===== config.mk =====
export PLATFORM = sky130hd
export DESIGN_NAME = tbo_top
export DESIGN_NICKNAME = d
export VERILOG_FILES = /design/src/tbo_tick_gen.v /design/src/tbo_btn_detect.v /design/src/tbo_top.v
export VERILOG_INCLUDE_DIRS = /design/src
export SDC_FILE = /design/constraint.sdc
export NUM_CORES = 1
export LEC_CHECK = 0
export ABC_AREA = 1
export ABC_CLOCK_PERIOD_IN_PS = 8600
export BUFFER_PORTS_ARGS = -buffer_cell sky130_fd_sc_hd__buf_2
export CAP_MARGIN = 0
export CORE_MARGIN = 3
export CORE_UTILIZATION = 25
export CTS_BUF_LIST = sky130_fd_sc_hd__clkbuf_8
export CTS_CLUSTER_DIAMETER = 60
export DETAILED_ROUTE_END_ITERATION = 6
export GPL_TIMING_DRIVEN = 0
export PLACE_DENSITY = 0.52
export RECOVER_POWER = 100
export SLEW_MARGIN = 20
export SYNTH_ARGS = -nofsm -noshare
export SYNTH_HDL_FRONTEND = slang
export SYNTH_HIERARCHICAL = 1
export SYNTH_SLANG_ARGS = --single-unit

===== constraint.sdc =====
create_clock -name ref_clk -period 8.6 [get_ports ref_clk]
set_clock_uncertainty 0.05 [all_clocks]
set_input_delay 0.43 -clock ref_clk [delete_from_list [all_inputs] [get_ports ref_clk]]
set_output_delay 0.43 -clock ref_clk [all_outputs]
set_load 0.01 [all_outputs]

===== src/tbo_defs.vh =====
// Shared constants for the touch button output control block.
// Included by the top-level design file only; definitions only.
`ifndef TBO_DEFS_VH
`define TBO_DEFS_VH

// Clock and timing (10 MHz reference clock)
`define TBO_CLK_HZ          10000000
`define TBO_TICK_MS         20
`define TBO_TICK_CYC        ((`TBO_CLK_HZ / 1000) * `TBO_TICK_MS)
`define TBO_PULSE_MS        5
`define TBO_PULSE_CYC       ((`TBO_CLK_HZ / 1000) * `TBO_PULSE_MS)
`define TBO_START_NORM_MS   350
`define TBO_START_HIGH_MS   1000
`define TBO_AUTO_SHORT_S    5
`define TBO_AUTO_LONG_S     20

// Threshold limits and defaults
`define TBO_THR_MIN         8'h32
`define TBO_THR_MAX         8'hf5
`define TBO_THR_RST         8'h64
`define TBO_HOLD_MAX        8'hff

// Wishbone register offsets (byte addresses)
`define TBO_REG_CTRL        8'h00
`define TBO_REG_TOGGLE      8'h04
`define TBO_REG_FLANK       8'h08
`define TBO_REG_THRESH      8'h0c
`define TBO_REG_HOLD        8'h10
`define TBO_REG_STATUS      8'h14
`define TBO_REG_DIAG        8'h18

// Control register bit positions
`define TBO_CTRL_NOISE_HI   0
`define TBO_CTRL_AUTO_THR   1
`define TBO_CTRL_AUTO_RST   2
`define TBO_CTRL_AUTO_LONG  3
`define TBO_CTRL_W          4

`endif


===== src/tbo_tick_gen.v =====
// Free-running tick generator: one-cycle pulse every PERIOD cycles.
// Assumes a single clock and a synchronous clock enable.
`timescale 1ns/1ps
module tbo_tick_gen #(
  parameter integer PERIOD = 200000,
  parameter integer CW     = 18
) (
  // Clock, reset, enable
  input  wire          ref_clk,
  input  wire          sys_rst,
  input  wire          clk_en,
  // Tick out
  output reg           tick_q
);

  reg  [CW-1:0] cnt_q;

  // Counter wraps at PERIOD-1 and pulses the tick
  always @(posedge ref_clk or posedge sys_rst) begin
    if (sys_rst) begin
      cnt_q  <= {CW{1'b0}};
      tick_q <= 1'b0;
    end else if (clk_en) begin
      if (cnt_q == PERIOD[CW-1:0] - 1'b1) begin
        cnt_q  <= {CW{1'b0}};
        tick_q <= 1'b1;
      end else begin
        cnt_q  <= cnt_q + 1'b1;
        tick_q <= 1'b0;
      end
    end
  end

endmodule


===== src/tbo_btn_detect.v =====
// Finger threshold comparator for one button: count against threshold.
// Assumes counts arrive synchronous to ref_clk with a valid strobe.
`timescale 1ns/1ps
module tbo_btn_detect #(
  parameter integer CNT_W = 8
) (
  // Clock, reset, enable
  input  wire             ref_clk,
  input  wire             sys_rst,
  input  wire             clk_en,
  // Count and threshold
  input  wire             cnt_valid,
  input  wire [CNT_W-1:0] sig_cnt,
  input  wire [CNT_W-1:0] threshold,
  // Decision
  output reg              touch_q
);

  // Decision updates only on a fresh count, holds between scans
  always @(posedge ref_clk or posedge sys_rst) begin
    if (sys_rst) begin
      touch_q <= 1'b0;
    end else if (clk_en && cnt_valid) begin
      touch_q <= (sig_cnt >= threshold);
    end
  end

endmodule


===== src/tbo_top.v =====
// Touch button output control: ten sensed buttons to ten active-low outputs.
// Assumes per-button counts and diagnostic results come from the sensing
// front end synchronous to ref_clk; registers reached over classic Wishbone.
`timescale 1ns/1ps
`include "tbo_defs.vh"
module tbo_top #(
  parameter integer NBTN       = 10,
  parameter integer CNT_W      = 8,
  parameter integer START_NORM = (`TBO_CLK_HZ / 1000) * `TBO_START_NORM_MS,
  parameter integer START_HIGH = (`TBO_CLK_HZ / 1000) * `TBO_START_HIGH_MS,
  parameter integer PULSE_CYC  = `TBO_PULSE_CYC,
  parameter integer TICK_CYC   = `TBO_TICK_CYC,
  parameter integer AUTO_SHORT = `TBO_AUTO_SHORT_S * 1000 / `TBO_TICK_MS,
  parameter integer AUTO_LONG  = `TBO_AUTO_LONG_S * 1000 / `TBO_TICK_MS
) (
  // Clock, reset, enable
  input  wire                   ref_clk,
  input  wire                   sys_rst,
  input  wire                   clk_en,
  // Sensing front end
  input  wire [NBTN-1:0]        button_sense_input,
  input  wire [NBTN*CNT_W-1:0]  sig_cnt,
  input  wire [NBTN-1:0]        cnt_valid,
  input  wire [CNT_W-1:0]       auto_threshold,
  input  wire [NBTN-1:0]        diag_fail,
  // Outputs to LEDs
  output reg  [NBTN-1:0]        button_led_output,
  // Wishbone slave
  input  wire                   wb_cyc_i,
  input  wire                   wb_stb_i,
  input  wire                   wb_we_i,
  input  wire [7:0]             wb_adr_i,
  input  wire [3:0]             wb_sel_i,
  input  wire [31:0]            wb_dat_i,
  output reg  [31:0]            wb_dat_o,
  output reg                    wb_ack_o
);

  ////////////////////////////////////////////////////////////////////////
  // Start-up sequence states
  localparam [2:0] ST_WAIT  = 3'b001;
  localparam [2:0] ST_PULSE = 3'b010;
  localparam [2:0] ST_RUN   = 3'b100;

  reg  [2:0]              state_q;
  reg  [23:0]             seq_cnt_q;
  reg  [`TBO_CTRL_W-1:0]  ctrl_q;
  reg  [NBTN-1:0]         toggle_en_q;
  reg  [NBTN-1:0]         flank_suppress_q;
  reg  [CNT_W-1:0]        man_thr_q;
  reg  [7:0]              hold_ticks_q;
  reg  [NBTN-1:0]         diag_q;
  reg  [NBTN-1:0]         prev_on_q;
  reg  [NBTN-1:0]         tgl_q;
  reg  [NBTN-1:0]         stuck_q;
  reg  [NBTN-1:0]         owner_q;
  reg  [NBTN-1:0]         hold_sel_q;
  reg  [7:0]              hold_cnt_q;
  reg  [NBTN*10-1:0]      touch_time_q;
  wire [NBTN-1:0]         touch_raw;
  wire                    tick;
  wire [CNT_W-1:0]        thr_eff;
  wire                    running;
  reg  [NBTN-1:0]         free_on;
  reg  [NBTN-1:0]         on_d;
  reg  [NBTN-1:0]         rel_d;
  reg  [NBTN-1:0]         owner_d;
  reg  [NBTN-1:0]         led_d;
  reg  [NBTN-1:0]         tgl_d;
  reg  [NBTN-1:0]         hold_now;
  integer                 i;

  assign running = (state_q == ST_RUN);

  // Threshold source: automatic value or manual register
  assign thr_eff = ctrl_q[`TBO_CTRL_AUTO_THR] ? auto_threshold : man_thr_q;

  ////////////////////////////////////////////////////////////////////////
  // Clamp a manual threshold into the accepted window
  function [CNT_W-1:0] clamp_thr;
    input [CNT_W-1:0] v;
    begin
      if (v < `TBO_THR_MIN)
        clamp_thr = `TBO_THR_MIN;
      else if (v > `TBO_THR_MAX)
        clamp_thr = `TBO_THR_MAX;
      else
        clamp_thr = v;
    end
  endfunction

  // Lowest set bit of a vector, used for tie-breaks
  function [NBTN-1:0] first_bit;
    input [NBTN-1:0] v;
    integer k;
    begin
      first_bit = {NBTN{1'b0}};
      for (k = NBTN - 1; k >= 0; k = k - 1) begin
        if (v[k])
          first_bit = {{(NBTN-1){1'b0}}, 1'b1} << k;
      end
    end
  endfunction

  ////////////////////////////////////////////////////////////////////////
  // One comparator per button
  genvar g;
  generate
    for (g = 0; g < NBTN; g = g + 1) begin : g_det
      tbo_btn_detect #(
        .CNT_W     (CNT_W)
      ) u_det (
        .ref_clk   (ref_clk),
        .sys_rst   (sys_rst),
        .clk_en    (clk_en),
        .cnt_valid (cnt_valid[g] & button_sense_input[g] & running),
        .sig_cnt   (sig_cnt[g*CNT_W +: CNT_W]),
        .threshold (thr_eff),
        .touch_q   (touch_raw[g])
      );
    end
  endgenerate

  // Shared 20 ms tick for hold and stuck timers
  tbo_tick_gen #(
    .PERIOD    (TICK_CYC),
    .CW        (24)
  ) u_tick (
    .ref_clk   (ref_clk),
    .sys_rst   (sys_rst),
    .clk_en    (clk_en),
    .tick_q    (tick)
  );

  ////////////////////////////////////////////////////////////////////////
  // Start-up: wait, optional diagnostic pulse, then run
  always @(posedge ref_clk or posedge sys_rst) begin
    if (sys_rst) begin
      state_q   <= ST_WAIT;
      seq_cnt_q <= 24'h000000;
      diag_q    <= {NBTN{1'b0}};
    end else if (clk_en) begin
      case (state_q)
        ST_WAIT: begin
          seq_cnt_q <= seq_cnt_q + 24'h000001;
          if (seq_cnt_q == (ctrl_q[`TBO_CTRL_NOISE_HI] ? START_HIGH[23:0] - 24'h1
                                                         : START_NORM[23:0] - 24'h1)) begin
            seq_cnt_q <= 24'h000000;
            diag_q    <= diag_fail;
            state_q   <= (|diag_fail) ? ST_PULSE : ST_RUN;
          end
        end
        ST_PULSE: begin
          seq_cnt_q <= seq_cnt_q + 24'h000001;
          if (seq_cnt_q == PULSE_CYC[23:0] - 24'h1) begin
            state_q <= ST_RUN;
          end
        end
        default: begin
          state_q <= ST_RUN;
        end
      endcase
    end
  end

  ////////////////////////////////////////////////////////////////////////
  // Suppression and release decisions; toggle and hold are resolved here
  // too, so the output register sees them in the cycle of the touch
  always @* begin
    free_on = touch_raw & ~stuck_q & ~flank_suppress_q;
    // Keep the earlier owner while it is still touched, else pick a new one
    if (|(owner_q & touch_raw & ~stuck_q))
      owner_d = owner_q;
    else
      owner_d = first_bit(touch_raw & ~stuck_q & flank_suppress_q);
    on_d  = free_on | owner_d;
    rel_d = prev_on_q & ~on_d & ~stuck_q & ~toggle_en_q;
    // Next toggle level, shown at once so toggle and direct buttons
    // answer a touch with the same latency
    tgl_d = tgl_q ^ (on_d & ~prev_on_q & toggle_en_q);
    // A fresh release takes the hold in its own cycle; waiting for the
    // register would let the pin blink high for one cycle
    if (|rel_d)
      hold_now = (hold_ticks_q != 8'h00) ? first_bit(rel_d) : {NBTN{1'b0}};
    else
      hold_now = hold_sel_q;
  end

  // Stuck timers: per-button touch duration in 20 ms ticks
  always @(posedge ref_clk or posedge sys_rst) begin
    if (sys_rst) begin
      touch_time_q <= {NBTN*10{1'b0}};
      stuck_q      <= {NBTN{1'b0}};
    end else if (clk_en) begin
      for (i = 0; i < NBTN; i = i + 1) begin
        if (!touch_raw[i] || !ctrl_q[`TBO_CTRL_AUTO_RST]) begin
          touch_time_q[i*10 +: 10] <= 10'h000;
          stuck_q[i]               <= 1'b0;
        end else if (tick && !stuck_q[i]) begin
          touch_time_q[i*10 +: 10] <= touch_time_q[i*10 +: 10] + 10'h001;
          if (touch_time_q[i*10 +: 10] ==
              (ctrl_q[`TBO_CTRL_AUTO_LONG] ? AUTO_LONG[9:0] : AUTO_SHORT[9:0]) - 10'h1)
            stuck_q[i] <= 1'b1;
        end
      end
    end
  end

  ////////////////////////////////////////////////////////////////////////
  // Button state, toggle latch and hold timer
  always @(posedge ref_clk or posedge sys_rst) begin
    if (sys_rst) begin
      prev_on_q  <= {NBTN{1'b0}};
      tgl_q      <= {NBTN{1'b0}};
      owner_q    <= {NBTN{1'b0}};
      hold_sel_q <= {NBTN{1'b0}};
      hold_cnt_q <= 8'h00;
    end else if (clk_en) begin
      if (!running) begin
        prev_on_q  <= {NBTN{1'b0}};
        tgl_q      <= {NBTN{1'b0}};
        owner_q    <= {NBTN{1'b0}};
        hold_sel_q <= {NBTN{1'b0}};
        hold_cnt_q <= 8'h00;
      end else begin
        prev_on_q <= on_d;
        owner_q   <= owner_d;
        tgl_q     <= tgl_d;
        if (|rel_d && hold_ticks_q != 8'h00) begin
          hold_sel_q <= first_bit(rel_d);
          hold_cnt_q <= hold_ticks_q;
        end else if (|rel_d) begin
          hold_sel_q <= {NBTN{1'b0}};
          hold_cnt_q <= 8'h00;
        end else if (tick && hold_cnt_q != 8'h00) begin
          hold_cnt_q <= hold_cnt_q - 8'h01;
          if (hold_cnt_q == 8'h01)
            hold_sel_q <= {NBTN{1'b0}};
        end
        // A hold ends once its button is touched again
        if (|(hold_sel_q & on_d) && !(|rel_d))
          hold_sel_q <= hold_sel_q & ~on_d;
      end
    end
  end

  ////////////////////////////////////////////////////////////////////////
  // Output level, active low; toggle buttons show the latch
  // Holds never reach toggle buttons, their latch already keeps the level
  always @* begin
    led_d = {NBTN{1'b1}};
    if (state_q == ST_PULSE)
      led_d = ~diag_q;
    else if (running)
      led_d = ~((on_d & ~toggle_en_q) | (tgl_d & toggle_en_q)
                | (hold_now & ~toggle_en_q));
  end

  // Registered outputs so pins never glitch
  always @(posedge ref_clk or posedge sys_rst) begin
    if (sys_rst)
      button_led_output <= {NBTN{1'b1}};
    else if (clk_en)
      button_led_output <= led_d;
  end

  ////////////////////////////////////////////////////////////////////////
  // Wishbone slave: ack one cycle after the request, for one cycle.
  // Read data is loaded with the ack; a write lands only at the edge where
  // the master samples ack high, so it lands once and with settled data.
  always @(posedge ref_clk or posedge sys_rst) begin
    if (sys_rst) begin
      wb_ack_o         <= 1'b0;
      wb_dat_o         <= 32'h00000000;
      ctrl_q           <= {`TBO_CTRL_W{1'b0}};
      toggle_en_q      <= {NBTN{1'b0}};
      flank_suppress_q <= {NBTN{1'b0}};
      man_thr_q        <= `TBO_THR_RST;
      hold_ticks_q     <= 8'h00;
    end else if (clk_en) begin
      wb_ack_o <= wb_cyc_i & wb_stb_i & ~wb_ack_o;
      // Read side: capture on the request edge; unmapped offsets read zero
      if (wb_cyc_i && wb_stb_i && !wb_ack_o) begin
        wb_dat_o <= 32'h00000000;
        if (wb_adr_i == `TBO_REG_CTRL)
          wb_dat_o[`TBO_CTRL_W-1:0] <= ctrl_q;
        else if (wb_adr_i == `TBO_REG_TOGGLE)
          wb_dat_o[NBTN-1:0] <= toggle_en_q;
        else if (wb_adr_i == `TBO_REG_FLANK)
          wb_dat_o[NBTN-1:0] <= flank_suppress_q;
        else if (wb_adr_i == `TBO_REG_THRESH)
          wb_dat_o[CNT_W-1:0] <= man_thr_q;
        else if (wb_adr_i == `TBO_REG_HOLD)
          wb_dat_o[7:0] <= hold_ticks_q;
        else if (wb_adr_i == `TBO_REG_STATUS) begin
          wb_dat_o[NBTN-1:0]     <= prev_on_q;
          wb_dat_o[16+NBTN-1:16] <= stuck_q;
          wb_dat_o[31:29]        <= state_q;
        end else if (wb_adr_i == `TBO_REG_DIAG)
          wb_dat_o[NBTN-1:0] <= diag_q;
      end
      // Write side: while the ack stands; 10-bit registers need two lanes
      if (wb_cyc_i && wb_stb_i && wb_ack_o && wb_we_i) begin
        if (wb_adr_i == `TBO_REG_CTRL && wb_sel_i[0])
          ctrl_q <= wb_dat_i[`TBO_CTRL_W-1:0];
        else if (wb_adr_i == `TBO_REG_TOGGLE && wb_sel_i[0] && wb_sel_i[1])
          toggle_en_q <= wb_dat_i[NBTN-1:0];
        else if (wb_adr_i == `TBO_REG_FLANK && wb_sel_i[0] && wb_sel_i[1])
          flank_suppress_q <= wb_dat_i[NBTN-1:0];
        else if (wb_adr_i == `TBO_REG_THRESH && wb_sel_i[0])
          man_thr_q <= clamp_thr(wb_dat_i[CNT_W-1:0]);
        else if (wb_adr_i == `TBO_REG_HOLD && wb_sel_i[0])
          hold_ticks_q <= wb_dat_i[7:0];
      end
    end
  end

endmodule


==> results of run 1 <==
==> final timing paths <==
path | to | cells past startpoint
worst max register to register | hold_sel_q[9] | 17
min in group asynchronous | g_det[4].u_det/touch_q | 3
max in group asynchronous | button_led_output[9] | 5
worst max-delay path | hold_sel_q[9] | 17
worst min register to register | button_led_output[7] | 2
worst min-delay path | toggle_en_q[0] | 3
==> metrics by stage <==
| stage | TNS (ns) | hold WS (ns) |
|---|---|---|
| after floorplan | 0 | 0.109 |
| after global placement | -791.10 | 0.367 |
| after detailed placement | 0 | 0.398 |
| after CTS | 0 | 0.00309 |
| after global routing | 0 | 0.0375 |
| final | 0 | 0.0628 |
==> Yosys cell counts (4+ instances only) <==
master | number | area [um^2]
sky130_fd_sc_hd__nor2_2 | 14 | 87.6
sky130_fd_sc_hd__o22ai_1 | 28 | 175
sky130_fd_sc_hd__xor2_1 | 30 | 263
sky130_fd_sc_hd__o21ai_0 | 164 | 821
sky130_fd_sc_hd__o41ai_1 | 6 | 52.6
sky130_fd_sc_hd__a211oi_1 | 10 | 75.1
sky130_fd_sc_hd__nor3b_1 | 9 | 67.6
sky130_fd_sc_hd__nand3_2 | 18 | 180
sky130_fd_sc_hd__dfstp_2 | 14 | 368
sky130_fd_sc_hd__inv_1 | 448 | 1680
sky130_fd_sc_hd__a21o_1 | 14 | 105
sky130_fd_sc_hd__o21ai_1 | 5 | 25.0
sky130_fd_sc_hd__buf_4 | 13 | 97.6
sky130_fd_sc_hd__o31ai_1 | 6 | 45.0
sky130_fd_sc_hd__nor2_1 | 216 | 811
sky130_fd_sc_hd__nand4_1 | 57 | 357
sky130_fd_sc_hd__ha_1 | 94 | 1180
sky130_fd_sc_hd__nand3_4 | 5 | 87.6
sky130_fd_sc_hd__mux2_2 | 5 | 56.3
sky130_fd_sc_hd__nor4_1 | 30 | 188
sky130_fd_sc_hd__nand4_2 | 6 | 75.1
sky130_fd_sc_hd__nor2_4 | 6 | 67.6
sky130_fd_sc_hd__dfrtp_1 | 290 | 7260
sky130_fd_sc_hd__a21oi_1 | 165 | 826
sky130_fd_sc_hd__a31oi_1 | 4 | 25.0
sky130_fd_sc_hd__nand3_1 | 154 | 771
sky130_fd_sc_hd__nand2_1 | 595 | 2230
sky130_fd_sc_hd__nand2_2 | 16 | 100
sky130_fd_sc_hd__and3_1 | 4 | 25.0
sky130_fd_sc_hd__buf_2 | 7 | 35.0
sky130_fd_sc_hd__xnor2_1 | 8 | 70.1
sky130_fd_sc_hd__clkbuf_1 | 28 | 105
sky130_fd_sc_hd__nor3_1 | 77 | 385
sky130_fd_sc_hd__inv_2 | 17 | 63.8
==> area by class of cell <==
cell class	count	area, um^2	area share [%]
multi-input combinational	1796	9450	41.8
sequential	304	7620	33.7
inverter	466	1750	7.74
tap	1020	1280	5.65
timing repair buffer	202	1130	5.02
clock buffer	69	950	4.20
buffer	51	241	1.07
clock inverter	29	173	0.764
antenna	2	5.00	0.0221
==> kinds of logic after synthesis <==
family | Yosys count
simple gates | 1222
buf+inv | 517
compound gates | 425
flops | 304
fa+ha+maj | 94
xor+xnor | 38
mux | 8
other cells | 1
==> cell usage in the layout (no fill, tap or decap), types with 8 or more instances in the layout <==
master and count:
sky130_fd_sc_hd__nor2_1 222, sky130_fd_sc_hd__nand2_2 14, sky130_fd_sc_hd__a211oi_1 10, sky130_fd_sc_hd__o21ai_0 165, sky130_fd_sc_hd__xor2_1 30, sky130_fd_sc_hd__dfrtp_1 290
sky130_fd_sc_hd__nand3_1 159, sky130_fd_sc_hd__nor3_1 78, sky130_fd_sc_hd__nand4_1 57, sky130_fd_sc_hd__nand3_2 16, sky130_fd_sc_hd__nor4_1 31, sky130_fd_sc_hd__dfstp_2 13
sky130_fd_sc_hd__nand2_1 598, sky130_fd_sc_hd__nor2_2 11, sky130_fd_sc_hd__nor3b_1 9, sky130_fd_sc_hd__dlygate4sd3_1 18, sky130_fd_sc_hd__inv_1 467, sky130_fd_sc_hd__clkbuf_8 69
sky130_fd_sc_hd__ha_1 94, sky130_fd_sc_hd__clkinv_2 8, sky130_fd_sc_hd__conb_1 9, sky130_fd_sc_hd__buf_2 146, sky130_fd_sc_hd__xnor2_1 8, sky130_fd_sc_hd__buf_4 14
sky130_fd_sc_hd__a21o_1 14, sky130_fd_sc_hd__clkbuf_1 71, sky130_fd_sc_hd__o22ai_1 28, sky130_fd_sc_hd__a21oi_1 165, sky130_fd_sc_hd__inv_2 12
==> power by group through the flow <==
| stage | clock [uW] | sequential [uW] | combinational, uW |
|---|---|---|---|
| 2_1_floorplan | 0 | 1680 | 615 |
| 3_3_place_gp | 0 | 1700 | 880 |
| 3_5_place_dp | 0 | 1700 | 893 |
| 4_1_cts | 1460 | 1680 | 903 |
| 5_1_grt | 1530 | 1690 | 995 |
| 6_report | 1420 | 1680 | 881 |
==> worst min-delay path, cell delays in order <==
cell and delay (ns):
sky130_fd_sc_hd__buf_2 0.17, sky130_fd_sc_hd__a21oi_1 0.08, sky130_fd_sc_hd__inv_1 0.05
==> state kept, by name, summed over array words and instances (netlist names) <==
name	cells
hold_cnt_q	8
hold_sel_q	10
man_thr_q	8
button_led_output	10
touch_time_q	100
tgl_q	10
hold_ticks_q	8
wb_ack_o	1
toggle_en_q	10
ctrl_q	4
flank_suppress_q	10
u_tick/cnt_q	24
g_det.u_det/touch_q	10
seq_cnt_q	24
prev_on_q	10
stuck_q	10
u_tick/tick_q	1
owner_q	10
state_q	3
wb_dat_o	23
diag_q	10
==> metal layers <==
| layer | vias up | global-route usage, % | part of all wire (%) |
|---|---|---|---|
| met5 | - | 0 | 0 |
| met4 | 0 | 4.52 | 2.6 |
| met3 | 111 | 2.65 | 6.1 |
| met2 | 514 | 24.9 | 44 |
| met1 | 8577 | 22.2 | 47 |
| li1 | 9034 | - | - |
==> metrics.md, run 1 <==
| Metric | Value |
|---|---|
| Hold Crit Class | primary input to flip-flop |
| Maximum VDD drop | 0.0000876 V |
| Switching share of power | 34.0% |
| Die ar. | 80100 um^2 |
| Quantity of gates resized following cts | 0 |
| Number of hold buffers added after CTS | 18 |
| Number of instances in the synthesized netlist | 2609 |
| Min-Delay Startpoint | wb_dat_i[0] |
| Critical Path Most Common Cell | sky130_fd_sc_hd__nand2_1 |
| Xor/xnor cell area share of the yosys netlist | 1.74% |
| Post-DP Area | 21500 um^2 |
| Post-route DRC violation count | 0 |
| Reg-to-Reg Start | stuck_q[0] |
| Number of synthesized flops with an enable pin | 0 |
| Setup repair after global routing missed its margin | no |
| Comb pwr share | 22.2% |
| Later-pin clock latency in the skew report | 0.66 ns |
| Placeable Area | between 70000 and 80000 um^2 |
| Detailed-placement wirelength estimate | 49400 um |
| Share of synthesized registers carrying an async set or reset | 100% |
| Clock buffers created by TritonCTS | 53 |
| Number of buffers inserted to repair setup after CTS | 0 |
| Clock tree from TritonCTS | built |
| Number of max-cap violations | 4 |
| Sequential share of power | between 40% and 50% |
| Number of clock sinks | a little over 300 |
| Number of antenna violations at the first check in global routing | 3 |
| Adder and majority gate portion of the synthesized area | 6.13% |
| Yosys warnings | 6 |
| Syn Area/Cell | 7.35 um^2 |
| Failing checks | max-capacitance violations, max-slew violations |
| Period utilisation layout | 58.5% |
| WP buf/inv | 3 |
| Startpoint Class | flip-flop |
| Critical path class | flip-flop to flip-flop |
| Pin count of the biggest net entering global routing | 94 |
| Most frequently used flop master after synthesis | sky130_fd_sc_hd__dfrtp_1 |
| Worst Tran Pin Value | ~2.5 ns |
| Starting Density | 25.5% |
| Maximum count of clock buffers along a single path | 3 |
| Share of cells above drive strength 1 | 11.6% |
| Global-route usage over all layers | 15.8% |
| Max_slew headroom | -64.7% |
| Router iterations before antenna repair | 5 |
| Clock slew seen by the registers of the worst setup and hold paths | 0.07 ns |
| Share of the synthesized area in compound gates (AO/OA/AOI/OAI) | 12.2% |
| Critical-path cell with the highest stage delay | sky130_fd_sc_hd__o21ai_0 |
| Vias in the first global route | ~17k |
| Routed length per placed instance | 16.4 um |
| Final hold viol count | 0 |
| Fill cells | 8175 |
| Routed vias/inst | 4.63 |
| Clock power frac | 35.6% |
| Total placed cells including tap cells | 3821 |
| Total non-filler cell area in the finished layout | approximately 23000 um^2 |
| Max Fclk | 199 MHz |
| Internal power of the cells | about 2600 uW |
| Switching Power | 1350 uW |
| Worst Setup Slack, final | roughly 3.6 ns |
| Largest family of logic cells by synthesized area | simple AND/OR/NAND/NOR gates |
| Seq/Total Area, Yosys | 39.8% |
| Total number of vias | between 15k and 20k |
| H-tree Lvls | 2 |
| Horizontal extent of the die | around 280 um |
| I/O pin count | 211 |
| Global-route wire length before repair | 101000 um |
| Port Buffer Count | 177 |
| Worst setup path startpoint | stuck_q[0] |
| Reg-to-reg slack, setup | about 3.6 ns |
| Row Count | 100 |
| Worst path cell trace | inv_1 > nand3_2 > nand2_1 > nor2_1 > nand3_1 > nand2_1 > nand2_1 > nand3_1 > inv_1 > nand2_1 > nand2_1 > nor2_1 > clkbuf_1 > nand3_1 > o21ai_0 > nand2_1 > o21ai_0 |
| Required time reported for the critical path endpoint | approximately 9 ns |
| Total leakage power | 0.0112 uW |
| Number of different library cells in the post-synthesis netlist | 61 |
| Die H | 283 um |
| Critical Path Fanout Max | 10 |
| Biggest cell delay along the critical path | around 1.2 ns |
| CP endpoint kind | flip-flop |
| Mux contribution to synthesized area | 0.450% |
| Post-synthesis register bit count | 304 |
| Layout net count | 3136 |
| Total power after layout | approximately 4000 uW |
| Starting DRC count in detailed routing | around 1.5k |
| Power per Cell Area | ~180 nW/um^2 |
| Final Core Density | between 30% and 40% |
| Final Slew Violations | 98 |
| Residual overflow from global routing | 0 |
| Area Overhead vs Synth | 17.9% |
| Simple-Gate Fraction of Synth Area | 29.2% |
| Post-synthesis instance area | 19200 um^2 |
| Antenna viol nets, final | 0 |
| Clock period minus final worst setup slack | 5.03 ns |
| Cell Count, Final, Fillers Out | between 3k and 4k |
| Status | finished, violations left |
| Final weighted congestion of routability-driven global placement | 0.898 |
| Post-placement setup slack | 4.75 ns |
| Root Buffer | sky130_fd_sc_hd__clkbuf_8 |
| DRT Wirelength | 64600 um |
| Setup violation total in the final timing report | 0 |
| Cell family with most CP delay | simple AND/OR/NAND/NOR gates |
| Arrival time at the worst endpoint | 5.53 ns |
No activity file was read; power rests on OpenSTA's default activity.
==> run 2: changes to the inputs <==
ABC_CLOCK_PERIOD_IN_PS = 5030   (was 8600)
clock period = 5.03 ns   (was 8.6 ns; I/O delays follow)
==> metrics.md, run 2 (synthesis gave the netlist of run 1 again) <==
| Metric | Value |
|---|---|
| Status | finished, violations left (unchanged) |
| Failing checks | max-capacitance violations, max-slew violations (unchanged) |
| Clock tree from TritonCTS | built (unchanged) |
| Setup repair after global routing missed its margin | no (unchanged) |
| Power per Cell Area | 298 nW/um^2 (was 176 nW/um^2) |
| Critical-path cell with the highest stage delay | sky130_fd_sc_hd__nor2_1 (was sky130_fd_sc_hd__o21ai_0) |
| Total leakage power | 0.0113 uW (was 0.0112 uW) |
| Placeable Area | 75200 um^2 (unchanged) |
| Cell family with most CP delay | simple AND/OR/NAND/NOR gates (unchanged) |
| Vias in the first global route | 17.4k (was 17.5k) |
| Starting Density | 25.5% (unchanged) |
| Setup violation total in the final timing report | 0 (unchanged) |
| Max Fclk | 250 MHz (was 199 MHz) |
| Clock slew seen by the registers of the worst setup and hold paths | 0.06 ns (was 0.07 ns) |
| Fin Setup TNS | 0 ns (unchanged) |
| Post-route DRC violation count | 0 (unchanged) |
| Die H | 283 um (unchanged) |
| Global-route usage over all layers | 15.8% (about the same) |
| Maximum VDD drop | 0.000167 V (was 0.0000876 V) |
| CP endpoint kind | flip-flop (unchanged) |
| Final weighted congestion of routability-driven global placement | 0.905 (was 0.898) |
| Hold Crit Class | primary input to flip-flop (unchanged) |
| Clock period minus final worst setup slack | 4.00 ns (was 5.03 ns) |
| Total non-filler cell area in the finished layout | 23000 um^2 (was 22600 um^2) |
| Row Count | 100 (unchanged) |
| Max_slew headroom | -10.3% (was -64.7%) |
| Worst path cell trace | inv_1 > nand3_1 > nand2_1 > nor2_1 > nand2_1 > nor2_1 > nand2_2 > nand3_1 > nor2_1 > nand2_1 > nand3_4 > nor2_1 > clkbuf_1 > nand3_1 > nand3_1 > nand2_1 > nand2_1 > nand2_1 (was inv_1 > nand3_2 > nand2_1 > nor2_1 > nand3_1 > nand2_1 > nand2_1 > nand3_1 > inv_1 > nand2_1 > nand2_1 > nor2_1 > clkbuf_1 > nand3_1 > o21ai_0 > nand2_1 > o21ai_0) |
| Later-pin clock latency in the skew report | 0.65 ns (was 0.66 ns) |
| WP buf/inv | 2 (was 3) |
| Required time reported for the critical path endpoint | 5.56 ns (was 9.10 ns) |
| Post-DP Area | 21600 um^2 (was 21500 um^2) |
| Worst Tran Pin Value | 1.64 ns (was 2.46 ns) |
| Horizontal extent of the die | 283 um (unchanged) |
| Period utilisation layout | 79.6% (was 58.5%) |
| H-tree Lvls | 2 (unchanged) |
| Post-placement setup slack | 1.45 ns (was 4.75 ns) |
| Startpoint Class | flip-flop (unchanged) |
| Global-route wire length before repair | 101000 um (about the same) |
| Final hold viol count | 0 (unchanged) |
| Share of cells above drive strength 1 | 11.6% (about the same) |
| Critical Path Most Common Cell | sky130_fd_sc_hd__nand2_1 (unchanged) |
| Routed length per placed instance | 16.3 um (was 16.4 um) |
| I/O pin count | 211 (unchanged) |
| Residual overflow from global routing | 0 (unchanged) |
| Number of antenna violations at the first check in global routing | 3 (unchanged) |
| Area Overhead vs Synth | 19.7% (was 17.9%) |
| Starting DRC count in detailed routing | 1424 (was 1496) |
| Arrival time at the worst endpoint | 4.53 ns (was 5.53 ns) |
| Biggest cell delay along the critical path | 0.66 ns (was 1.24 ns) |
| Worst hold margin | 0.0575 ns (was 0.0628 ns) |
| Clock buffers created by TritonCTS | 55 (was 53) |
| Port Buffer Count | 177 (unchanged) |
| Quantity of gates resized following cts | 0 (unchanged) |
| Number of max-cap violations | 4 (unchanged) |
| Final Core Density | 30.5% (was 30.1%) |
| Maximum count of clock buffers along a single path | 3 (unchanged) |
| Root Buffer | sky130_fd_sc_hd__clkbuf_8 (unchanged) |
| Critical path class | flip-flop to flip-flop (unchanged) |
| DRT Wirelength | 64900 um (was 64600 um) |
| Final Slew Violations | 88 (was 98) |
| Pin count of the biggest net entering global routing | 34 (was 94) |
| Layout net count | 3173 (was 3136) |
| Most common cell after layout, fill and taps aside | sky130_fd_sc_hd__nand2_1 (unchanged) |
| Largest register FFs | 100 (unchanged) |
| Largest register by flop count | touch_time_q (unchanged) |
| Die ar. | 80100 um^2 (unchanged) |
| Number of clock sinks | 304 (unchanged) |
| Critical Path Fanout Max | 10 (unchanged) |
| Router iterations before antenna repair | 7 (was 5) |
| Routed vias/inst | 4.59 (was 4.63) |
| Total number of vias | 18.3k (was 18.2k) |
| Worst Setup Slack, final | 1.03 ns (was 3.57 ns) |
| Detailed-placement wirelength estimate | 49900 um (was 49400 um) |
| Antenna viol nets, final | 0 (unchanged) |
| Top library cells by usage in the layout, fill and taps aside | sky130_fd_sc_hd__nand2_1, sky130_fd_sc_hd__inv_1, sky130_fd_sc_hd__dfrtp_1 (unchanged) |
| Registers with the highest flip-flop counts | touch_time_q x100, seq_cnt_q x24, u_tick/cnt_q x24 (unchanged) |
==> run 2: cell types whose count changed in the layout (fill, tap and decap cells not counted), moves of 2 or more <==
cell                            previous run  this run
sky130_fd_sc_hd__nand3_4                   2         4
sky130_fd_sc_hd__buf_16                    3         1
sky130_fd_sc_hd__nor2_1                  222       226
sky130_fd_sc_hd__inv_2                    12        14
sky130_fd_sc_hd__inv_1                   467       462
sky130_fd_sc_hd__nor2_2                   11         9
sky130_fd_sc_hd__dlygate4sd3_1            18        45
sky130_fd_sc_hd__buf_12                    0         5
sky130_fd_sc_hd__clkbuf_8                 69        74
sky130_fd_sc_hd__clkbuf_1                 71        74
sky130_fd_sc_hd__o21ai_0                 165       163
==> run 2: routing by layer <==
| metal | routed length [um] | GRT usage, % | vias up |
|---|---|---|---|
| li1 | - | - | 9102 |
| met5 | 13 | 0 | - |
| met4 | 1370 | 3.87 | 2 |
| met3 | 3730 | 2.45 | 94 |
| met1 | 30400 | 22.2 | 8581 |
| met2 | 29300 | 25.6 | 472 |
==> run 2: repair_timing <==
| action | CTS | global route |
|---|---|---|
| hold endpoints to repair | 123 | 0 |
| setup buffers | 0 | 0 |
| hold buffers | 45 | 0 |
==> run 2: stage by stage <==
step,power (uW),cells
after detailed placement,4440,3828
final,6830,3973
after global routing,7260,3973
after CTS,6950,3970
after global placement,4410,3814
after floorplan,3920,2617
==> run 2: final timing paths <==
| path | from | end | slack [ns] | cells after the start |
|---|---|---|---|---|
| worst max-delay path | stuck_q[0] | button_led_output[7] | 1.03 | 18 |
| worst min-delay path | sig_cnt[47] | g_det[5].u_det/touch_q | 0.06 | 5 |
| worst max register to register | stuck_q[0] | button_led_output[7] | 1.03 | 18 |
| worst min register to register | button_led_output[5] | button_led_output[5] | 0.41 | 2 |
| max in group asynchronous | sys_rst | state_q[0] | 1.79 | 7 |
| min in group asynchronous | sys_rst | g_det[3].u_det/touch_q | 0.23 | 3 |
==> run 2: where the power goes <==
| group | leakage (uW) | switching, uW | internal (uW) | total [uW] |
|---|---|---|---|---|
| Sequential | 0.00389 | 196 | 2670 | 2870 |
| Clock | 0.000635 | 1120 | 1310 | 2430 |
| Combinational | 0.00682 | 995 | 545 | 1540 |
==> run 2: area by class of cell <==
class	count	area, um^2
Antenna cell	2	5.00
Buffer	51	248
Clock buffer	74	1020
Clock inverter	23	110
Fill cell	8155	52200
Inverter	466	1750
Multi-Input combinational cell	1796	9450
Sequential cell	304	7620
Tap cell	1020	1280
Timing Repair Buffer	237	1470
==> run 2: tightest hold or removal path: stages <==
cell and delay, ns:
sky130_fd_sc_hd__buf_2 0.08, sky130_fd_sc_hd__ha_1 0.13, sky130_fd_sc_hd__a21o_1 0.08, sky130_fd_sc_hd__nor3_1 0.04
sky130_fd_sc_hd__a21oi_1 0.13
==> run 3: changes to the inputs <==
ABC_CLOCK_PERIOD_IN_PS = 3900   (was 5030)
clock period = 3.9 ns   (was 5.03 ns; I/O delays follow)
==> metrics.md, run 3 (synthesis gave the netlist of run 1 again) <==
| Metric | Value |
|---|---|
| Largest register FFs | 100 (unchanged) |
| Largest register by flop count | touch_time_q (unchanged) |
| Clock period minus final worst setup slack | 3.51 ns (was 4.00 ns) |
| Maximum VDD drop | 0.000215 V (was 0.000167 V) |
| Starting DRC count in detailed routing | 1403 (was 1424) |
| Total number of vias | 18.3k (about the same) |
| Final Slew Violations | 10 (was 88) |
| Total leakage power | 0.0114 uW (was 0.0113 uW) |
| Worst Tran Pin Value | 1.64 ns (about the same) |
| Vias in the first global route | 17.5k (was 17.4k) |
| Worst hold margin | 0.0741 ns (was 0.0575 ns) |
| Critical Path Fanout Max | 7 (was 10) |
| Startpoint Class | flip-flop (unchanged) |
| Pin count of the biggest net entering global routing | 34 (unchanged) |
| H-tree Lvls | 2 (unchanged) |
| Root Buffer | sky130_fd_sc_hd__clkbuf_8 (unchanged) |
| Power per Cell Area | 383 nW/um^2 (was 298 nW/um^2) |
| Worst reg-to-reg path cell count | 15 (was 18) |
| Clock slew seen by the registers of the worst setup and hold paths | 0.07 ns (was 0.06 ns) |
| Registers with the highest flip-flop counts | touch_time_q x100, seq_cnt_q x24, u_tick/cnt_q x24 (unchanged) |
| Number of clock sinks | 304 (unchanged) |
| Period utilisation layout | 89.9% (was 79.6%) |
| Maximum count of clock buffers along a single path | 3 (unchanged) |
| Placeable Area | 75200 um^2 (unchanged) |
| Die ar. | 80100 um^2 (unchanged) |
| I/O pin count | 211 (unchanged) |
| Total power after layout | 8850 uW (was 6830 uW) |
| End point of the critical path | hold_sel_q[9] (was button_led_output[7]) |
| Post-route DRC violation count | 0 (unchanged) |
| Global-route usage over all layers | 15.9% (was 15.8%) |
| Critical path class | flip-flop to flip-flop (unchanged) |
| Failing checks | max-capacitance violations, max-slew violations (unchanged) |
| Cell Count, Final, Fillers Out | 3986 (was 3973) |
| Starting Density | 25.5% (unchanged) |
| Final hold viol count | 0 (unchanged) |
| Global-route wire length before repair | 101000 um (about the same) |
| Number of buffers inserted to repair setup after CTS | 0 (unchanged) |
| Post-placement setup slack | 0.379 ns (was 1.45 ns) |
| Row Count | 100 (unchanged) |
| Share of cells above drive strength 1 | 11.6% (about the same) |
| Die H | 283 um (unchanged) |
| Quantity of gates resized following cts | 0 (unchanged) |
| Number of antenna violations at the first check in global routing | 3 (unchanged) |
| Setup repair after global routing missed its margin | no (unchanged) |
| Number of hold buffers added after CTS | 59 (was 45) |
| Worst setup path startpoint | stuck_q[0] (unchanged) |
| Port Buffer Count | 177 (unchanged) |
| Top library cells by usage in the layout, fill and taps aside | sky130_fd_sc_hd__nand2_1, sky130_fd_sc_hd__inv_1, sky130_fd_sc_hd__dfrtp_1 (unchanged) |
| Layout net count | 3186 (was 3173) |
| Fin Setup TNS | 0 ns (unchanged) |
| Arrival time at the worst endpoint | 3.97 ns (was 4.53 ns) |
| Reg-to-Reg Start | stuck_q[0] (unchanged) |
| Status | finished, violations left (unchanged) |
| Antenna viol nets, final | 0 (unchanged) |
| Critical-path cell with the highest stage delay | sky130_fd_sc_hd__dfrtp_1 (was sky130_fd_sc_hd__nor2_1) |
| Reg-to-reg slack, setup | 0.39 ns (was 1.03 ns) |
| Horizontal extent of the die | 283 um (unchanged) |
| Final weighted congestion of routability-driven global placement | 0.905 (unchanged) |
| Hold Crit Class | primary input to flip-flop (unchanged) |
| Worst path cell trace | inv_1 > nand3_1 > nand2_1 > nor2_1 > nand2_1 > nor2_1 > nand2_2 > nand3_2 > nor2_1 > nand2_1 > nand3_4 > nor2_8 > nand3_1 > o21ai_0 > o21ai_0 (was inv_1 > nand3_1 > nand2_1 > nor2_1 > nand2_1 > nor2_1 > nand2_2 > nand3_1 > nor2_1 > nand2_1 > nand3_4 > nor2_1 > clkbuf_1 > nand3_1 > nand3_1 > nand2_1 > nand2_1 > nand2_1) |
| Fill cells | 8154 (was 8155) |
| Routed vias/inst | 4.60 (was 4.59) |
| Worst Setup Slack, final | 0.394 ns (was 1.03 ns) |
| Required time reported for the critical path endpoint | 4.36 ns (was 5.56 ns) |
| Routed length per placed instance | 16.4 um (was 16.3 um) |
| Total placed cells including tap cells | 3828 (unchanged) |
| Clock tree from TritonCTS | built (unchanged) |
| Max_slew headroom | -10.1% (was -10.3%) |
| Number of max-cap violations | 1 (was 4) |
| Most common cell after layout, fill and taps aside | sky130_fd_sc_hd__nand2_1 (unchanged) |
| Setup violation total in the final timing report | 0 (unchanged) |
| Max Fclk | 285 MHz (was 250 MHz) |
| CP endpoint kind | flip-flop (unchanged) |
| Residual overflow from global routing | 0 (unchanged) |
| Area Overhead vs Synth | 20.4% (was 19.7%) |
| Clock buffers created by TritonCTS | 55 (unchanged) |
| Biggest cell delay along the critical path | 0.51 ns (was 0.66 ns) |
| DRT Wirelength | 65200 um (was 64900 um) |
| Router iterations before antenna repair | 6 (was 7) |
| Later-pin clock latency in the skew report | 0.65 ns (about the same) |
| Detailed-placement wirelength estimate | 49900 um (unchanged) |
| End of the worst register-to-register path | hold_sel_q[9] (was button_led_output[7]) |
[run 3: power breakdown]
part	total [uW]	switching [uW]	internal [uW]
combinational	2020	1290	725
sequential	3700	253	3440
clock	3130	1450	1680
total	8850	2990	5850
[run 3: layout make-up]
class / instances / area [um^2] / share of cell area [%]
multi-input cells: 1796 / 9450 / 40.9
plain buffers: 51 / 250 / 1.08
flip-flops and latches: 304 / 7620 / 33.0
well taps: 1020 / 1280 / 5.53
inverters: 466 / 1750 / 7.58
diodes: 2 / 5.00 / 0.0217
clock buffers: 74 / 1020 / 4.41
repair buffers: 250 / 1600 / 6.92
clock inverters: 23 / 110 / 0.477
[run 3: worst min path at each step]
stage / from / to / cells past startpoint
floorplan: sys_rst / g_det[0].u_det/touch_q / 1
global placement: sys_rst / g_det[1].u_det/touch_q / 2
finish: wb_sel_i[0] / hold_ticks_q[3] / 4
detailed placement: sys_rst / g_det[4].u_det/touch_q / 2
global route: wb_sel_i[0] / hold_ticks_q[4] / 4
CTS: wb_sel_i[0] / hold_ticks_q[5] / 4
[run 3: stage by stage]
| step | instance area [um^2] | util (%) |
|---|---|---|
| 2_1_floorplan | 19200 | - |
| 3_3_place_gp | 21400 | 28.4 |
| 3_5_place_dp | 21600 | 28.7 |
| 4_1_cts | 23300 | 31.0 |
| 5_1_grt | 23100 | 30.7 |
| 6_report | 23100 | 30.7 |
[run 3: worst max-delay path, delay by kind of cell (launching register included)]
family          cells  cell delay (ns)
simple gates       12             1.93
buf+inv             1             0.29
flops               1             0.51
compound gates      2             0.63
[run 3: routing by layer]
| metal | vias to the layer above | share of wire (%) | track usage [%] | wire length [um] |
|---|---|---|---|---|
| met4 | 2 | 2.0 | 3.77 | 1310 |
| met1 | 8622 | 46 | 22.3 | 30300 |
| met3 | 88 | 6.2 | 2.43 | 4040 |
| li1 | 9126 | - | - | - |
| met2 | 510 | 45 | 25.7 | 29500 |
| met5 | - | 0.020 | 0 | 13 |
